==> src/glue_io_consts.svh <==
// How it works
// two independent generators divide the system clock by 320 up to 245760
// output pin follows the output bit at offset zero; reset sets it to 1
// pin-route bit at offset one picks done strobe (1) or generator 1 (0)
// read of offset two returns first input pin level in the stage-one bit
// written stage-one bit at offset two makes generator 0 divide by 10 or 30
// second-stage select makes generator 0 second stage divide by 16 or 64
// generator 0 final code 000..110 divides by 2..128; code 111 is off
// read of offset three returns second input pin level in the stage-one bit; code returns 0 there while select bit at offset five is 0
// offset three configures generator 1: first stage 10/30, second 16/64
// generator 1 final code 000..110 divides by 2..128; code 111 is off
// with enable bit at offset four set, rising edge on edge input raises request
// status bit sets while edge input high, clears on offset-four read while low
// select bit at offset five routes shared pin to serial receive or input two
// undefined bits read as unspecified and writes to them are ignored
// software writes the fixed 0 and 1 values shown in each layout
// software writes 10h to offset one to enable the done strobe on the pin
// edge interrupt is lowest priority vectored source with fixed low five bits
// edge interrupt is suppressed while the global maskable enable flag is 0
// every input pin passes a two-flop synchroniser before any use
// each generator gives a square wave and holds still while switched off
`ifndef GLUE_IO_CONSTS_SVH
`define GLUE_IO_CONSTS_SVH

// ====================
// register indices (byte address is four times the index)
`define GLUE_IDX_OUTPUT_PORT_CTRL         3'h0
`define GLUE_IDX_PIN_ROUTE_CTRL           3'h1
`define GLUE_IDX_FREQ_GEN0_AND_INPUT_ONE  3'h2
`define GLUE_IDX_FREQ_GEN1_AND_INPUT_TWO  3'h3
`define GLUE_IDX_EDGE_INTERRUPT_CTRL      3'h4
`define GLUE_IDX_RECEIVE_PIN_SELECT       3'h5

// ====================
// field positions
`define GLUE_BIT_GENERAL_OUTPUT   4
`define GLUE_BIT_TRANSFER_END_SEL 4
`define GLUE_BIT_STAGE_ONE        6
`define GLUE_BIT_SECOND_STAGE     3
`define GLUE_LSB_FINAL_DIVIDER    0
`define GLUE_BIT_EDGE_INT_ENABLE  3
`define GLUE_BIT_EDGE_STATUS      2
`define GLUE_BIT_RECEIVE_FUNC_SEL 2

// ====================
// reset values
`define GLUE_RST_GENERAL_OUTPUT   1'b1
`define GLUE_RST_TRANSFER_END_SEL 1'b0
`define GLUE_RST_STAGE_ONE        1'b0
`define GLUE_RST_SECOND_STAGE     1'b0
`define GLUE_RST_FINAL_DIVIDER    3'h7
`define GLUE_RST_EDGE_INT_ENABLE  1'b0
`define GLUE_RST_EDGE_STATUS      1'b0
`define GLUE_RST_RECEIVE_FUNC_SEL 1'b0

// ====================
// divider counts and fixed codes
`define GLUE_STAGE1_LOW   12'h000A
`define GLUE_STAGE1_HIGH  12'h001E
`define GLUE_STAGE2_LOW   12'h0010
`define GLUE_STAGE2_HIGH  12'h0040
`define GLUE_FINAL_OFF    3'h7
`define GLUE_EDGE_VECTOR  5'h0E

`endif

==> src/glue_io_pkg.sv <==
package glue_io_pkg;
    typedef logic [7:0]  reg_byte_t;
    typedef logic [2:0]  final_code_t;
    typedef logic [2:0]  reg_index_t;
    typedef logic [4:0]  vector_low_t;
endpackage

==> src/freq_gen_divider.sv <==
`timescale 1ns/1ps
`default_nettype none
`include "glue_io_consts.svh"

module freq_gen_divider
    import glue_io_pkg::*;
(
    input  wire logic                    clk_sys,
    input  wire logic                    rst_n,
    input  wire logic                    clkEn,
    input  wire logic                    stageOneSel,
    input  wire logic                    secondStageSel,
    input  wire glue_io_pkg::final_code_t finalDividerCode,
    output logic                         freqOut
);
    logic [11:0] preCntQ;
    logic [11:0] preLimit;
    logic [6:0]  finCntQ;
    logic [6:0]  finHalf;
    logic        genOff;
    logic        preTick;

    // ====================
    // ratio decode: first two stages merge into one prescaler
    always_comb
    begin
        logic [11:0] s1;
        logic [11:0] s2;
        logic [23:0] prod;
        s1 = stageOneSel ? `GLUE_STAGE1_HIGH : `GLUE_STAGE1_LOW;
        s2 = secondStageSel ? `GLUE_STAGE2_HIGH : `GLUE_STAGE2_LOW;
        prod = s1 * s2;
        preLimit = prod[11:0];
        // final ratio 2^(code+1), toggling every half of it
        finHalf = 7'h01 << finalDividerCode;
        genOff = (finalDividerCode == `GLUE_FINAL_OFF);
        // >= keeps a shrinking ratio from running the counter away
        preTick = (preCntQ >= preLimit - 12'h001);
    end

    // ====================
    // prescaler; overall ratio 320 up to 245760
    always_ff @(posedge clk_sys)
    begin
        if (!rst_n || (clkEn && genOff))
            preCntQ <= 12'h000;
        else if (clkEn)
            preCntQ <= preTick ? 12'h000 : preCntQ + 12'h001;
    end

    // ====================
    // final stage and square output; held low while off
    always_ff @(posedge clk_sys)
    begin
        if (!rst_n || (clkEn && genOff))
        begin
            finCntQ <= 7'h00;
            freqOut <= 1'b0;
        end
        else if (clkEn && preTick)
        begin
            if (finCntQ >= finHalf - 7'h01)
            begin
                finCntQ <= 7'h00;
                freqOut <= ~freqOut;
            end
            else
                finCntQ <= finCntQ + 7'h01;
        end
    end
endmodule
`default_nettype wire

==> src/glue_io_and_freq_gen.sv <==
`timescale 1ns/1ps
`default_nettype none
`include "glue_io_consts.svh"

module glue_io_and_freq_gen
    import glue_io_pkg::*;
#(
    parameter int ADR_WIDTH = 8
)
(
    input  wire logic                 clk_sys,
    input  wire logic                 rst_n,
    input  wire logic                 clkEn,
    // wishbone classic slave
    input  wire logic                 wb_cyc_i,
    input  wire logic                 wb_stb_i,
    input  wire logic                 wb_we_i,
    input  wire logic [ADR_WIDTH-1:0] wb_adr_i,
    input  wire logic [3:0]           wb_sel_i,
    input  wire logic [31:0]          wb_dat_i,
    output logic [31:0]               wb_dat_o,
    output logic                      wb_ack_o,
    // pins
    output logic                      generalOutputBit,
    output logic                      freqOrDoneSharedPin,
    output logic                      freqGenZeroOut,
    input  wire logic                 generalInputOne,
    input  wire logic                 receiveOrInputTwoPin,
    input  wire logic                 edgeInterruptInput,
    // core side, same clock
    input  wire logic                 dmaDoneStrobeN,
    output logic                      serialReceiveData,
    input  wire logic                 globalMaskableIntEnable,
    input  wire logic                 edgeIntAck,
    output logic                      edgeIntReq,
    output glue_io_pkg::vector_low_t  edgeIntVectorLow
);
    import glue_io_pkg::*;

    // ====================
    // declarations
    logic [2:0]     pinRaw;
    logic [2:0]     syncStage1Q;
    logic [2:0]     syncQ;
    logic           inOneSync;
    logic           inTwoSync;
    logic           edgeInSync;
    logic           edgeInPrevQ;

    logic           outBitQ;
    logic           transferEndSelQ;
    logic           gen0StageOneQ;
    logic           gen0SecondQ;
    final_code_t    gen0FinalQ;
    logic           gen1StageOneQ;
    logic           gen1SecondQ;
    final_code_t    gen1FinalQ;
    logic           edgeIntEnableQ;
    logic           edgeStatusQ;
    logic           receiveFuncSelQ;
    logic           edgePendingQ;

    logic           gen0Out;
    logic           gen1Out;
    logic           sharedPinQ;
    logic           serialRxQ;

    logic           busReq;
    logic           busStart;
    logic           addrHit;
    reg_index_t     regIndex;
    logic           wrLow;
    reg_byte_t      wrByte;
    reg_byte_t      readByte;
    logic           rdEdgeCtrl;
    logic           risingEdge;

    // ====================
    // input synchronisers, one pair of flops per pin
    assign pinRaw = {edgeInterruptInput, receiveOrInputTwoPin, generalInputOne};

    genvar gi;
    generate
        for (gi = 0; gi < 3; gi++)
        begin : g_sync
            // first flop feeds only the second one
            always_ff @(posedge clk_sys)
            begin
                if (!rst_n)
                begin
                    syncStage1Q[gi] <= 1'b0;
                    syncQ[gi]       <= 1'b0;
                end
                else if (clkEn)
                begin
                    syncStage1Q[gi] <= pinRaw[gi];
                    syncQ[gi]       <= syncStage1Q[gi];
                end
            end
        end
    endgenerate

    assign inOneSync  = syncQ[0];
    assign inTwoSync  = syncQ[1];
    assign edgeInSync = syncQ[2];

    // ====================
    // bus decode: index in adr[4:2], only aligned words within range
    always_comb
    begin
        regIndex = wb_adr_i[4:2];
        addrHit  = (wb_adr_i[1:0] == 2'b00)
                && (wb_adr_i[ADR_WIDTH-1:5] == '0)
                && (regIndex <= `GLUE_IDX_RECEIVE_PIN_SELECT);
    end

    assign busReq   = wb_cyc_i && wb_stb_i;
    // one access per request; ack drops the cycle after it rose
    assign busStart = busReq && !wb_ack_o;
    // registers sit in the low byte lane
    assign wrLow    = busStart && wb_we_i && addrHit && wb_sel_i[0];
    assign wrByte   = wb_dat_i[7:0];
    assign rdEdgeCtrl = busStart && !wb_we_i && addrHit
                     && (regIndex == `GLUE_IDX_EDGE_INTERRUPT_CTRL);

    // ====================
    // read mux; undefined bits answer zero
    always_comb
    begin
        readByte = 8'h00;
        case (regIndex)
            `GLUE_IDX_OUTPUT_PORT_CTRL:
                readByte[`GLUE_BIT_GENERAL_OUTPUT] = outBitQ;
            `GLUE_IDX_PIN_ROUTE_CTRL:
                readByte[`GLUE_BIT_TRANSFER_END_SEL] = transferEndSelQ;
            `GLUE_IDX_FREQ_GEN0_AND_INPUT_ONE:
            begin
                // read shows the pin, not the written stage-one bit
                readByte[`GLUE_BIT_STAGE_ONE]    = inOneSync;
                readByte[`GLUE_BIT_SECOND_STAGE] = gen0SecondQ;
                readByte[`GLUE_LSB_FINAL_DIVIDER +: 3] = gen0FinalQ;
            end
            `GLUE_IDX_FREQ_GEN1_AND_INPUT_TWO:
            begin
                // pin reads zero while it serves the serial unit
                readByte[`GLUE_BIT_STAGE_ONE]    = inTwoSync && receiveFuncSelQ;
                readByte[`GLUE_BIT_SECOND_STAGE] = gen1SecondQ;
                readByte[`GLUE_LSB_FINAL_DIVIDER +: 3] = gen1FinalQ;
            end
            `GLUE_IDX_EDGE_INTERRUPT_CTRL:
            begin
                readByte[`GLUE_BIT_EDGE_INT_ENABLE] = edgeIntEnableQ;
                readByte[`GLUE_BIT_EDGE_STATUS]     = edgeStatusQ;
            end
            `GLUE_IDX_RECEIVE_PIN_SELECT:
                readByte[`GLUE_BIT_RECEIVE_FUNC_SEL] = receiveFuncSelQ;
            default:
                readByte = 8'h00;
        endcase
    end

    // ====================
    // bus answer: ack one cycle after the request, unmapped reads zero
    always_ff @(posedge clk_sys)
    begin
        if (!rst_n)
        begin
            wb_ack_o <= 1'b0;
            wb_dat_o <= 32'h0000_0000;
        end
        else if (clkEn)
        begin
            wb_ack_o <= busStart;
            if (busStart)
                wb_dat_o <= (addrHit && !wb_we_i) ? {24'h00_0000, readByte} : 32'h0000_0000;
        end
    end

    // ====================
    // output port and pin-route control
    always_ff @(posedge clk_sys)
    begin
        if (!rst_n)
        begin
            outBitQ         <= `GLUE_RST_GENERAL_OUTPUT;
            transferEndSelQ <= `GLUE_RST_TRANSFER_END_SEL;
        end
        else if (clkEn && wrLow)
        begin
            // only the documented bit is kept; other bits are dropped
            if (regIndex == `GLUE_IDX_OUTPUT_PORT_CTRL)
                outBitQ <= wrByte[`GLUE_BIT_GENERAL_OUTPUT];
            if (regIndex == `GLUE_IDX_PIN_ROUTE_CTRL)
                transferEndSelQ <= wrByte[`GLUE_BIT_TRANSFER_END_SEL];
        end
    end

    // ====================
    // generator 0 configuration
    always_ff @(posedge clk_sys)
    begin
        if (!rst_n)
        begin
            gen0StageOneQ <= `GLUE_RST_STAGE_ONE;
            gen0SecondQ   <= `GLUE_RST_SECOND_STAGE;
            gen0FinalQ    <= `GLUE_RST_FINAL_DIVIDER;
        end
        else if (clkEn && wrLow && regIndex == `GLUE_IDX_FREQ_GEN0_AND_INPUT_ONE)
        begin
            gen0StageOneQ <= wrByte[`GLUE_BIT_STAGE_ONE];
            gen0SecondQ   <= wrByte[`GLUE_BIT_SECOND_STAGE];
            gen0FinalQ    <= wrByte[`GLUE_LSB_FINAL_DIVIDER +: 3];
        end
    end

    // ====================
    // generator 1 configuration
    always_ff @(posedge clk_sys)
    begin
        if (!rst_n)
        begin
            gen1StageOneQ <= `GLUE_RST_STAGE_ONE;
            gen1SecondQ   <= `GLUE_RST_SECOND_STAGE;
            gen1FinalQ    <= `GLUE_RST_FINAL_DIVIDER;
        end
        else if (clkEn && wrLow && regIndex == `GLUE_IDX_FREQ_GEN1_AND_INPUT_TWO)
        begin
            gen1StageOneQ <= wrByte[`GLUE_BIT_STAGE_ONE];
            gen1SecondQ   <= wrByte[`GLUE_BIT_SECOND_STAGE];
            gen1FinalQ    <= wrByte[`GLUE_LSB_FINAL_DIVIDER +: 3];
        end
    end

    // ====================
    // edge interrupt enable and receive-pin select
    always_ff @(posedge clk_sys)
    begin
        if (!rst_n)
        begin
            edgeIntEnableQ  <= `GLUE_RST_EDGE_INT_ENABLE;
            receiveFuncSelQ <= `GLUE_RST_RECEIVE_FUNC_SEL;
        end
        else if (clkEn && wrLow)
        begin
            if (regIndex == `GLUE_IDX_EDGE_INTERRUPT_CTRL)
                edgeIntEnableQ <= wrByte[`GLUE_BIT_EDGE_INT_ENABLE];
            if (regIndex == `GLUE_IDX_RECEIVE_PIN_SELECT)
                receiveFuncSelQ <= wrByte[`GLUE_BIT_RECEIVE_FUNC_SEL];
        end
    end

    // ====================
    // level status: a high pin wins over the clearing read
    always_ff @(posedge clk_sys)
    begin
        if (!rst_n)
            edgeStatusQ <= `GLUE_RST_EDGE_STATUS;
        else if (clkEn)
        begin
            if (edgeInSync)
                edgeStatusQ <= 1'b1;
            else if (rdEdgeCtrl)
                edgeStatusQ <= 1'b0;
        end
    end

    // ====================
    // rising edge detect on the synchronised pin
    always_ff @(posedge clk_sys)
    begin
        if (!rst_n)
            edgeInPrevQ <= 1'b0;
        else if (clkEn)
            edgeInPrevQ <= edgeInSync;
    end

    assign risingEdge = edgeInSync && !edgeInPrevQ;

    // ====================
    // pending request; a new edge beats an acknowledge in the same cycle
    always_ff @(posedge clk_sys)
    begin
        if (!rst_n)
            edgePendingQ <= 1'b0;
        else if (clkEn)
        begin
            if (risingEdge && edgeIntEnableQ)
                edgePendingQ <= 1'b1;
            else if (edgeIntAck || !edgeIntEnableQ)
                edgePendingQ <= 1'b0;
        end
    end

    // global flag masks the request but does not lose it
    assign edgeIntReq = edgePendingQ && globalMaskableIntEnable;
    // lowest-priority source; the core arbitrates against the others
    assign edgeIntVectorLow = `GLUE_EDGE_VECTOR;

    // ====================
    // the two frequency generators
    freq_gen_divider u_gen0 (
        .clk_sys          (clk_sys),
        .rst_n            (rst_n),
        .clkEn            (clkEn),
        .stageOneSel      (gen0StageOneQ),
        .secondStageSel   (gen0SecondQ),
        .finalDividerCode (gen0FinalQ),
        .freqOut          (gen0Out)
    );

    freq_gen_divider u_gen1 (
        .clk_sys          (clk_sys),
        .rst_n            (rst_n),
        .clkEn            (clkEn),
        .stageOneSel      (gen1StageOneQ),
        .secondStageSel   (gen1SecondQ),
        .finalDividerCode (gen1FinalQ),
        .freqOut          (gen1Out)
    );

    // ====================
    // shared pins, registered so they never glitch on a mux change
    always_ff @(posedge clk_sys)
    begin
        if (!rst_n)
        begin
            sharedPinQ <= 1'b0;
            serialRxQ  <= 1'b1;
        end
        else if (clkEn)
        begin
            sharedPinQ <= transferEndSelQ ? dmaDoneStrobeN : gen1Out;
            // serial unit sees an idle-high line while the pin is input two
            serialRxQ  <= receiveFuncSelQ ? 1'b1 : inTwoSync;
        end
    end

    assign generalOutputBit    = outBitQ;
    assign freqOrDoneSharedPin = sharedPinQ;
    assign freqGenZeroOut      = gen0Out;
    assign serialReceiveData   = serialRxQ;
endmodule
`default_nettype wire

==> config.mk <==
export PLATFORM = sky130hd
export DESIGN_NAME = glue_io_and_freq_gen
export DESIGN_NICKNAME = d
export VERILOG_FILES = /design/src/glue_io_pkg.sv /design/src/freq_gen_divider.sv /design/src/glue_io_and_freq_gen.sv
export VERILOG_INCLUDE_DIRS = /design/src
export SDC_FILE = /design/constraint.sdc
export NUM_CORES = 1
export LEC_CHECK = 0
export BUFFER_PORTS_ARGS = -buffer_cell sky130_fd_sc_hd__buf_2
export CORE_UTILIZATION = 30
export CTS_CLUSTER_DIAMETER = 40
export CTS_CLUSTER_SIZE = 14
export DETAILED_ROUTE_END_ITERATION = 16
export GPL_TIMING_DRIVEN = 0
export HOLD_SLACK_MARGIN = 0.12
export PLACE_DENSITY = 0.49
export SLEW_MARGIN = 20
export SYNTH_ARGS = -nofsm -noshare
export SYNTH_HDL_FRONTEND = slang
export SYNTH_HIERARCHICAL = 1
export SYNTH_SLANG_ARGS = --single-unit
==> constraint.sdc <==
create_clock -name clk_sys -period 4.1 [get_ports clk_sys]
set_clock_uncertainty 0.05 [all_clocks]
set_input_delay 0 -clock clk_sys [delete_from_list [all_inputs] [get_ports clk_sys]]
set_output_delay 0 -clock clk_sys [all_outputs]
set_load 0.01 [all_outputs]
==> results of run 1 <==
==> sequential cells by signal, indices dropped and copies added, names as in the netlist, 3 cells and up <==
| name | cells |
|---|---|
| gen1FinalQ | 3 |
| gen0FinalQ | 3 |
| syncStage1Q | 3 |
| u_gen1/preCntQ | 12 |
| u_gen0/preCntQ | 12 |
| u_gen1/finCntQ | 7 |
| wb_dat_o | 6 |
| u_gen0/finCntQ | 7 |
==> critical path: cells and delay by family (launching register included) <==
family | cells | cell delay [ns]
buffers and inverters | 1 | 0.19
adders and majority gates | 2 | 0.56
and+or+nand+nor | 2 | 0.68
AOI/OAI and AO/OA | 7 | 1.13
DFF | 1 | 0.32
==> power groups by stage <==
stage               sequential [mW]  clock (mW)  combinational [mW]
global route                  0.710       0.902               0.153
detailed placement            0.725           0               0.122
CTS                           0.710       0.873               0.137
finish                        0.710       0.843               0.138
global placement              0.725           0               0.120
floorplan                     0.725           0              0.0840
==> cells in the final DEF (no fill, tap or decap), types with 4 or more instances in the layout <==
| cell | count |
|---|---|
| o21a_1 | 5 |
| clkbuf_1 | 10 |
| o21ai_1 | 4 |
| nand2_1 | 51 |
| nor2_1 | 39 |
| nand3_1 | 30 |
| o22ai_1 | 6 |
| nand2b_1 | 9 |
| o211ai_1 | 5 |
| dfxtp_1 | 72 |
| mux2i_1 | 29 |
| inv_1 | 16 |
| buf_6 | 5 |
| nor4_1 | 7 |
| nor3_1 | 8 |
| buf_2 | 41 |
| conb_1 | 31 |
| a21oi_1 | 23 |
| nor2b_1 | 21 |
| dlygate4sd3_1 | 27 |
| nand4_1 | 13 |
| clkbuf_16 | 9 |
| or3_1 | 9 |
| xor2_1 | 12 |
| a211oi_1 | 5 |
| and3_1 | 4 |
| ha_1 | 45 |
| o21ai_0 | 15 |
| buf_4 | 32 |
| xnor2_1 | 18 |
==> final cells by class <==
cell class,count,share of cell area
Inverter,16,0.0101
Multi-Input combinational cell,443,0.511
Tap cell,211,0.0446
Buffer,51,0.0596
Sequential cell,72,0.243
Clock buffer,9,0.0380
Clock inverter,7,0.0158
Timing Repair Buffer,65,0.0778
==> metal layers <==
metal  routed length [µm]  track usage  up-vias
li1                     -            -     2111
met1                 5440        0.187     1856
met2                 5110        0.234       75
met3                  388       0.0392       12
met4                  141       0.0478        0
met5                    0            0        -
==> cells by family after synthesis <==
logic type / Yosys count / synth area share
other: 2 / 0.00157
buffers and inverters: 67 / 0.0866
DFF: 72 / 0.302
AOI/OAI and AO/OA: 88 / 0.129
adders and majority gates: 45 / 0.118
muxes: 30 / 0.0632
and+or+nand+nor: 219 / 0.245
xor gates and xnor gates: 30 / 0.0551
==> worst paths after layout <==
kind / start / slack, ns / end / cells past startpoint
worst min register to register: wb_dat_o[3] / 0.41 / wb_dat_o[3] / 2
worst max-delay path: gen0FinalQ[2] / 1.10 / u_gen0/finCntQ[1] / 12
worst max register to register: gen0FinalQ[2] / 1.10 / u_gen0/finCntQ[1] / 12
worst min-delay path: wb_sel_i[0] / 0.14 / gen0FinalQ[0] / 4
==> through the flow <==
step                      instance area (µm²)  setup WS, ns  hold WS (ns)  instances
after CTS                                5920          1.10         0.130        874
after global routing                     5920         0.860         0.155        874
final                                    5920          1.10         0.138        874
after floorplan                          4880          1.34        0.0921        582
after detailed placement                 5330          1.11         0.219        831
after global placement                   5330          1.15         0.210        831
==> impl_metrics.env, run 1 <==
export IMPL_synth_ff_type="dfxtp_1"
export IMPL_num_vias=4054
export IMPL_synthTopCellsByCount="dfxtp_1, nand2_1, ha_1, nor2_1, buf_4"
export IMPL_p_int_mw=1.30
export IMPL_clock_path_buffers=2
export IMPL_p_leak_nw=2.40
export IMPL_yosysTopAreaCellShare=0.302
export IMPL_cp_max_fo=9
export IMPL_worstSetupPathType="reg2reg"
export IMPL_drive_above_1_share=0.173
export IMPL_cp_cell_sequence="clkbuf_1 -> or3_1 -> ha_1 -> nor3_1 -> a21oi_1 -> o21a_1 -> ha_1 -> a21oi_1 -> o21ai_0 -> a21oi_1 -> o2111ai_1 -> a21oi_1"
export IMPL_port_buffers=38
export IMPL_dp_hpwl_um=8410
export IMPL_slowest_delay_ns=0.46
export IMPL_row_count=45
export IMPL_ioPinCount=99
export IMPL_post_route_period_util=0.732
export IMPL_yosys_area_top_type="dfxtp_1"
export IMPL_start_util=0.310
export IMPL_yosysMostFrequentCell="dfxtp_1"
export IMPL_area_delta_synth_final_pct=24.2
export IMPL_outcome="complete, no violations"
export IMPL_cts_sinks=72
export IMPL_arrival_ns=3.23
export IMPL_ys_seq_elements=72
export IMPL_rsz0062_at_grt="false"
export IMPL_dieArea_mm2=0.0164
export IMPL_grt_overflow=0
export IMPL_grt_pass1_wl_um=18800
export IMPL_post_cts_buffers=0
export IMPL_multi_input_area_mm2=0.00302
export IMPL_n_antenna_cell=0
export IMPL_finalHoldViolCount=0
export IMPL_antenna_found_initial=0
export IMPL_dieHeight_um=128
export IMPL_vias_per_cell=4.64
export IMPL_gp_congestion=0.816
export IMPL_grt_pass1_vias=3938
export IMPL_finalMaxSlewViolations=0
export IMPL_seq_area_mm2=0.00144
export IMPL_layout_min_cycle_time_ns=3.00
export IMPL_worst_endpoint_required_ns=4.32
export IMPL_fmax_mhz=333
export IMPL_comb_power_share=0.082
export IMPL_htreeDepth=3
export IMPL_maxSlewHeadroom=0.531
export IMPL_clock_latency_ns=0.34
export IMPL_fin_tns_setup_ns=0
export IMPL_share_seq_of_total_power=0.420
export IMPL_postLayoutCoreUtil=0.385
export IMPL_fin_nets=759
export IMPL_grt_max_degree=14
export IMPL_critPathMostFrequentCell="a21oi_1"
export IMPL_drtAntennaViolNets=0
export IMPL_cts_resized=0
export IMPL_synth_async_reset_ratio=0
export IMPL_yosysUniqueCellTypes=66
export IMPL_netlist_area_mm2=0.00477
export IMPL_p_switching_mw=0.386
export IMPL_grtUsageTotal=0.145
export IMPL_drtPass1Iterations=4
export IMPL_min_path_type="in2reg"
export IMPL_cts_tree="done"
export IMPL_cts_root_buf="clkbuf_16"
export IMPL_setup_viol=0
export IMPL_vdd_ir_drop_max_v=0.000191
export IMPL_clkPwrFrac=0.499
export IMPL_clk_pin_slew_ns=0.06
export IMPL_netlist_top_cells_area="dfxtp_1, ha_1, mux2i_1"
export IMPL_power_density_mw_per_mm2=286
export IMPL_max_cap_violations=0
export IMPL_start_kind="register"
export IMPL_core_mm2=0.0154
export IMPL_cts_buffers=9
export IMPL_netlist_instances=553
export IMPL_yosysWarnings=6
export IMPL_endpoint_kind="register"
export IMPL_tightest_slew_ns=0.697
export IMPL_drc_errors=0
export IMPL_synth_edf_count=0
export IMPL_finalPower_mw=1.69
export IMPL_fillers=1555
export IMPL_wirelength_um=11100
export IMPL_switching_share=0.229
export IMPL_syn_area_per_cell_um2=8.62
export IMPL_slowest_stage="or3_1"
export IMPL_avgRoutedWirePerCell_um=12.7
export IMPL_cts_hold_buffers=27
export IMPL_die_x_um=128
export IMPL_seq_area_frac_synth=0.302
export IMPL_drt_iter0_markers=137
Power figures use the tool's default switching activity.
==> run 2: changes to the inputs <==
--- a/config.mk
+++ b/config.mk
@@ -13,7 +13,7 @@
 export DETAILED_ROUTE_END_ITERATION = 16
 export GPL_TIMING_DRIVEN = 0
 export HOLD_SLACK_MARGIN = 0.12
-export PLACE_DENSITY = 0.49
+export PLACE_DENSITY = 0.51
 export SLEW_MARGIN = 20
 export SYNTH_ARGS = -nofsm -noshare
 export SYNTH_HDL_FRONTEND = slang
==> constraint.sdc (replaced) <==
create_clock -name clk_sys -period 2.7 [get_ports clk_sys]
set_clock_uncertainty 0.05 [all_clocks]
set_input_delay 0 -clock clk_sys [delete_from_list [all_inputs] [get_ports clk_sys]]
set_output_delay 0 -clock clk_sys [all_outputs]
set_load 0.01 [all_outputs]
==> impl_metrics.env, run 2 (synthesized netlist as in run 1, its figures left out) <==
export IMPL_final_cell_area_mm2=0.00624
export IMPL_whs_ns=0.142
export IMPL_port_buffers=38
export IMPL_cts_tree="done"
export IMPL_p_switching_mw=0.618
export IMPL_layout_common_cells="dfxtp_1, nand2_1, buf_4, buf_2, ha_1"
export IMPL_setup_ws_ns=0.0552
export IMPL_vias_per_cell=4.78
export IMPL_drt_iter0_markers=168
export IMPL_postPlaceCellArea_mm2=0.00534
export IMPL_seq_area_mm2=0.00146
export IMPL_outcome="complete, no violations"
export IMPL_cp_cell_sequence="or3_4 -> ha_4 -> nor3_2 -> a21oi_1 -> o21a_1 -> ha_4 -> and4_4 -> a21oi_4 -> buf_6 -> or3_1 -> a21oi_1"
export IMPL_arrival_ns=2.87
export IMPL_row_count=45
export IMPL_htreeDepth=3
export IMPL_clock_latency_ns=0.34
export IMPL_p_int_mw=1.89
export IMPL_crit_reg2reg_launch="gen1FinalQ[1]"
export IMPL_stdcell_count=892
export IMPL_fin_tns_setup_ns=0
export IMPL_cp_max_fo=6
export IMPL_dp_hpwl_um=8410
export IMPL_finalMaxSlewViolations=0
export IMPL_min_delay_start="wb_stb_i"
export IMPL_grtUsageTotal=0.145
export IMPL_mostFrequentLayoutCell="dfxtp_1"
export IMPL_finalHoldViolCount=0
export IMPL_drtAntennaViolNets=0
export IMPL_postLayoutCoreUtil=0.406
export IMPL_die_x_um=128
export IMPL_avgRoutedWirePerCell_um=13.0
export IMPL_worstSetupPathType="reg2reg"
export IMPL_drtPass1Iterations=4
export IMPL_cp_startpoint="gen1FinalQ[1]"
export IMPL_endpoint_kind="register"
export IMPL_drc_errors=0
export IMPL_layout_min_cycle_time_ns=2.64
export IMPL_grt_pass1_vias=3992
export IMPL_finalPower_mw=2.51
export IMPL_clock_path_buffers=2
export IMPL_dieArea_mm2=0.0164
export IMPL_fmax_mhz=378
export IMPL_fin_nets=777
export IMPL_num_vias=4266
export IMPL_slowest_stage="or3_4"
export IMPL_core_mm2=0.0154
export IMPL_grt_overflow=0
export IMPL_vdd_ir_drop_max_v=0.000269
export IMPL_share_seq_of_total_power=0.427
export IMPL_clkPwrFrac=0.488
export IMPL_setup_viol=0
export IMPL_dieHeight_um=128
export IMPL_rsz0062_at_grt="true"
export IMPL_reg_top3="u_gen0/preCntQ (12), u_gen1/preCntQ (12)"
export IMPL_comb_power_share=0.084
export IMPL_post_route_period_util=0.980
export IMPL_gp_congestion=0.796
export IMPL_drive_above_1_share=0.251
export IMPL_r2r_end="u_gen1/freqOut"
export IMPL_antenna_found_initial=0
export IMPL_area_delta_synth_final_pct=30.9
export IMPL_fillers=1525
export IMPL_maxSlewHeadroom=0.522
export IMPL_pre_cts_slack_ns=-0.261
export IMPL_worst_endpoint_required_ns=2.92
export IMPL_min_path_type="in2reg"
export IMPL_start_util=0.310
export IMPL_tightest_slew_ns=0.711
export IMPL_placedCellCount=831
export IMPL_cts_buffers=9
export IMPL_multi_input_area_mm2=0.00317
export IMPL_max_cap_violations=0
export IMPL_cts_sinks=72
export IMPL_n_antenna_cell=0
export IMPL_p_leak_nw=2.51
export IMPL_power_density_mw_per_mm2=402
export IMPL_min_delay_path_depth=4
export IMPL_setup_worst_path_end="u_gen1/freqOut"
export IMPL_wirelength_um=11600
export IMPL_ioPinCount=99
export IMPL_grt_max_degree=15
export IMPL_r2r_slack_ns=0.06
export IMPL_start_kind="register"
export IMPL_switching_share=0.246
export IMPL_cts_root_buf="clkbuf_16"
export IMPL_clk_pin_slew_ns=0.06
export IMPL_slowest_delay_ns=0.40
export IMPL_reg2reg_depth=11
export IMPL_grt_pass1_wl_um=18900
-- run 2: changes by cell type in the layout (fill, tap and decap cells not counted), sizes merged --
cell / previous run / this run
clkinv: 2 / 1
bufinv: 2 / 1
clkinvlp: 2 / 3
inv: 17 / 18
clkbuf: 19 / 15
dlygate4sd3: 27 / 25
buf: 79 / 103
-- run 2: worst min-delay path by stage --
stage	end
after CTS	wb_dat_o[3]
after floorplan	transferEndSelQ
after detailed placement	syncStage1Q[2]
final	wb_dat_o[2]
after global routing	wb_dat_o[2]
after global placement	syncStage1Q[0]
-- run 2: layout make-up --
type | instances | area share
multi-input cells | 443 | 0.507
clock buffers | 9 | 0.0361
clock inverters | 7 | 0.0126
flip-flops and latches | 72 | 0.234
plain buffers | 47 | 0.0547
repair buffers | 87 | 0.103
inverters | 16 | 0.00962
well taps | 211 | 0.0423
-- run 2: critical path: cells and delay by family (launching register included) --
kind | cells | cell delay, ns
adders and majority gates | 2 | 0.48
AOI/OAI and AO/OA | 4 | 0.47
buffers and inverters | 1 | 0.14
DFF | 1 | 0.35
and+or+nand+nor | 4 | 1.07
-- run 2: metal layers --
layer  share of wire  vias to the layer above  global-route usage  wire length [µm]
met1            0.47                     2001               0.180              5460
met4           0.018                        0              0.0567               205
met2            0.47                       95               0.244              5520
li1                -                     2150                   -                 -
met5               0                        -                   0                 0
met3           0.038                       20              0.0334               446
-- run 2: power groups by stage --
stage               Combinational [mW]  Clock, mW  Sequential [mW]
global placement                 0.182          0             1.10
detailed placement               0.185          0             1.10
global route                     0.232       1.31             1.07
finish                           0.212       1.23             1.07
CTS                              0.210       1.26             1.08
floorplan                        0.127          0             1.10
-- run 2: what timing repair did --
item                       in CTS  in global routing
hold endpoints to repair       29                  0
hold buffers                   25                  0
setup endpoints to repair      35                 36
pin swaps                       4                 19
buffers inserted                7                 17
resized for setup              13                 32
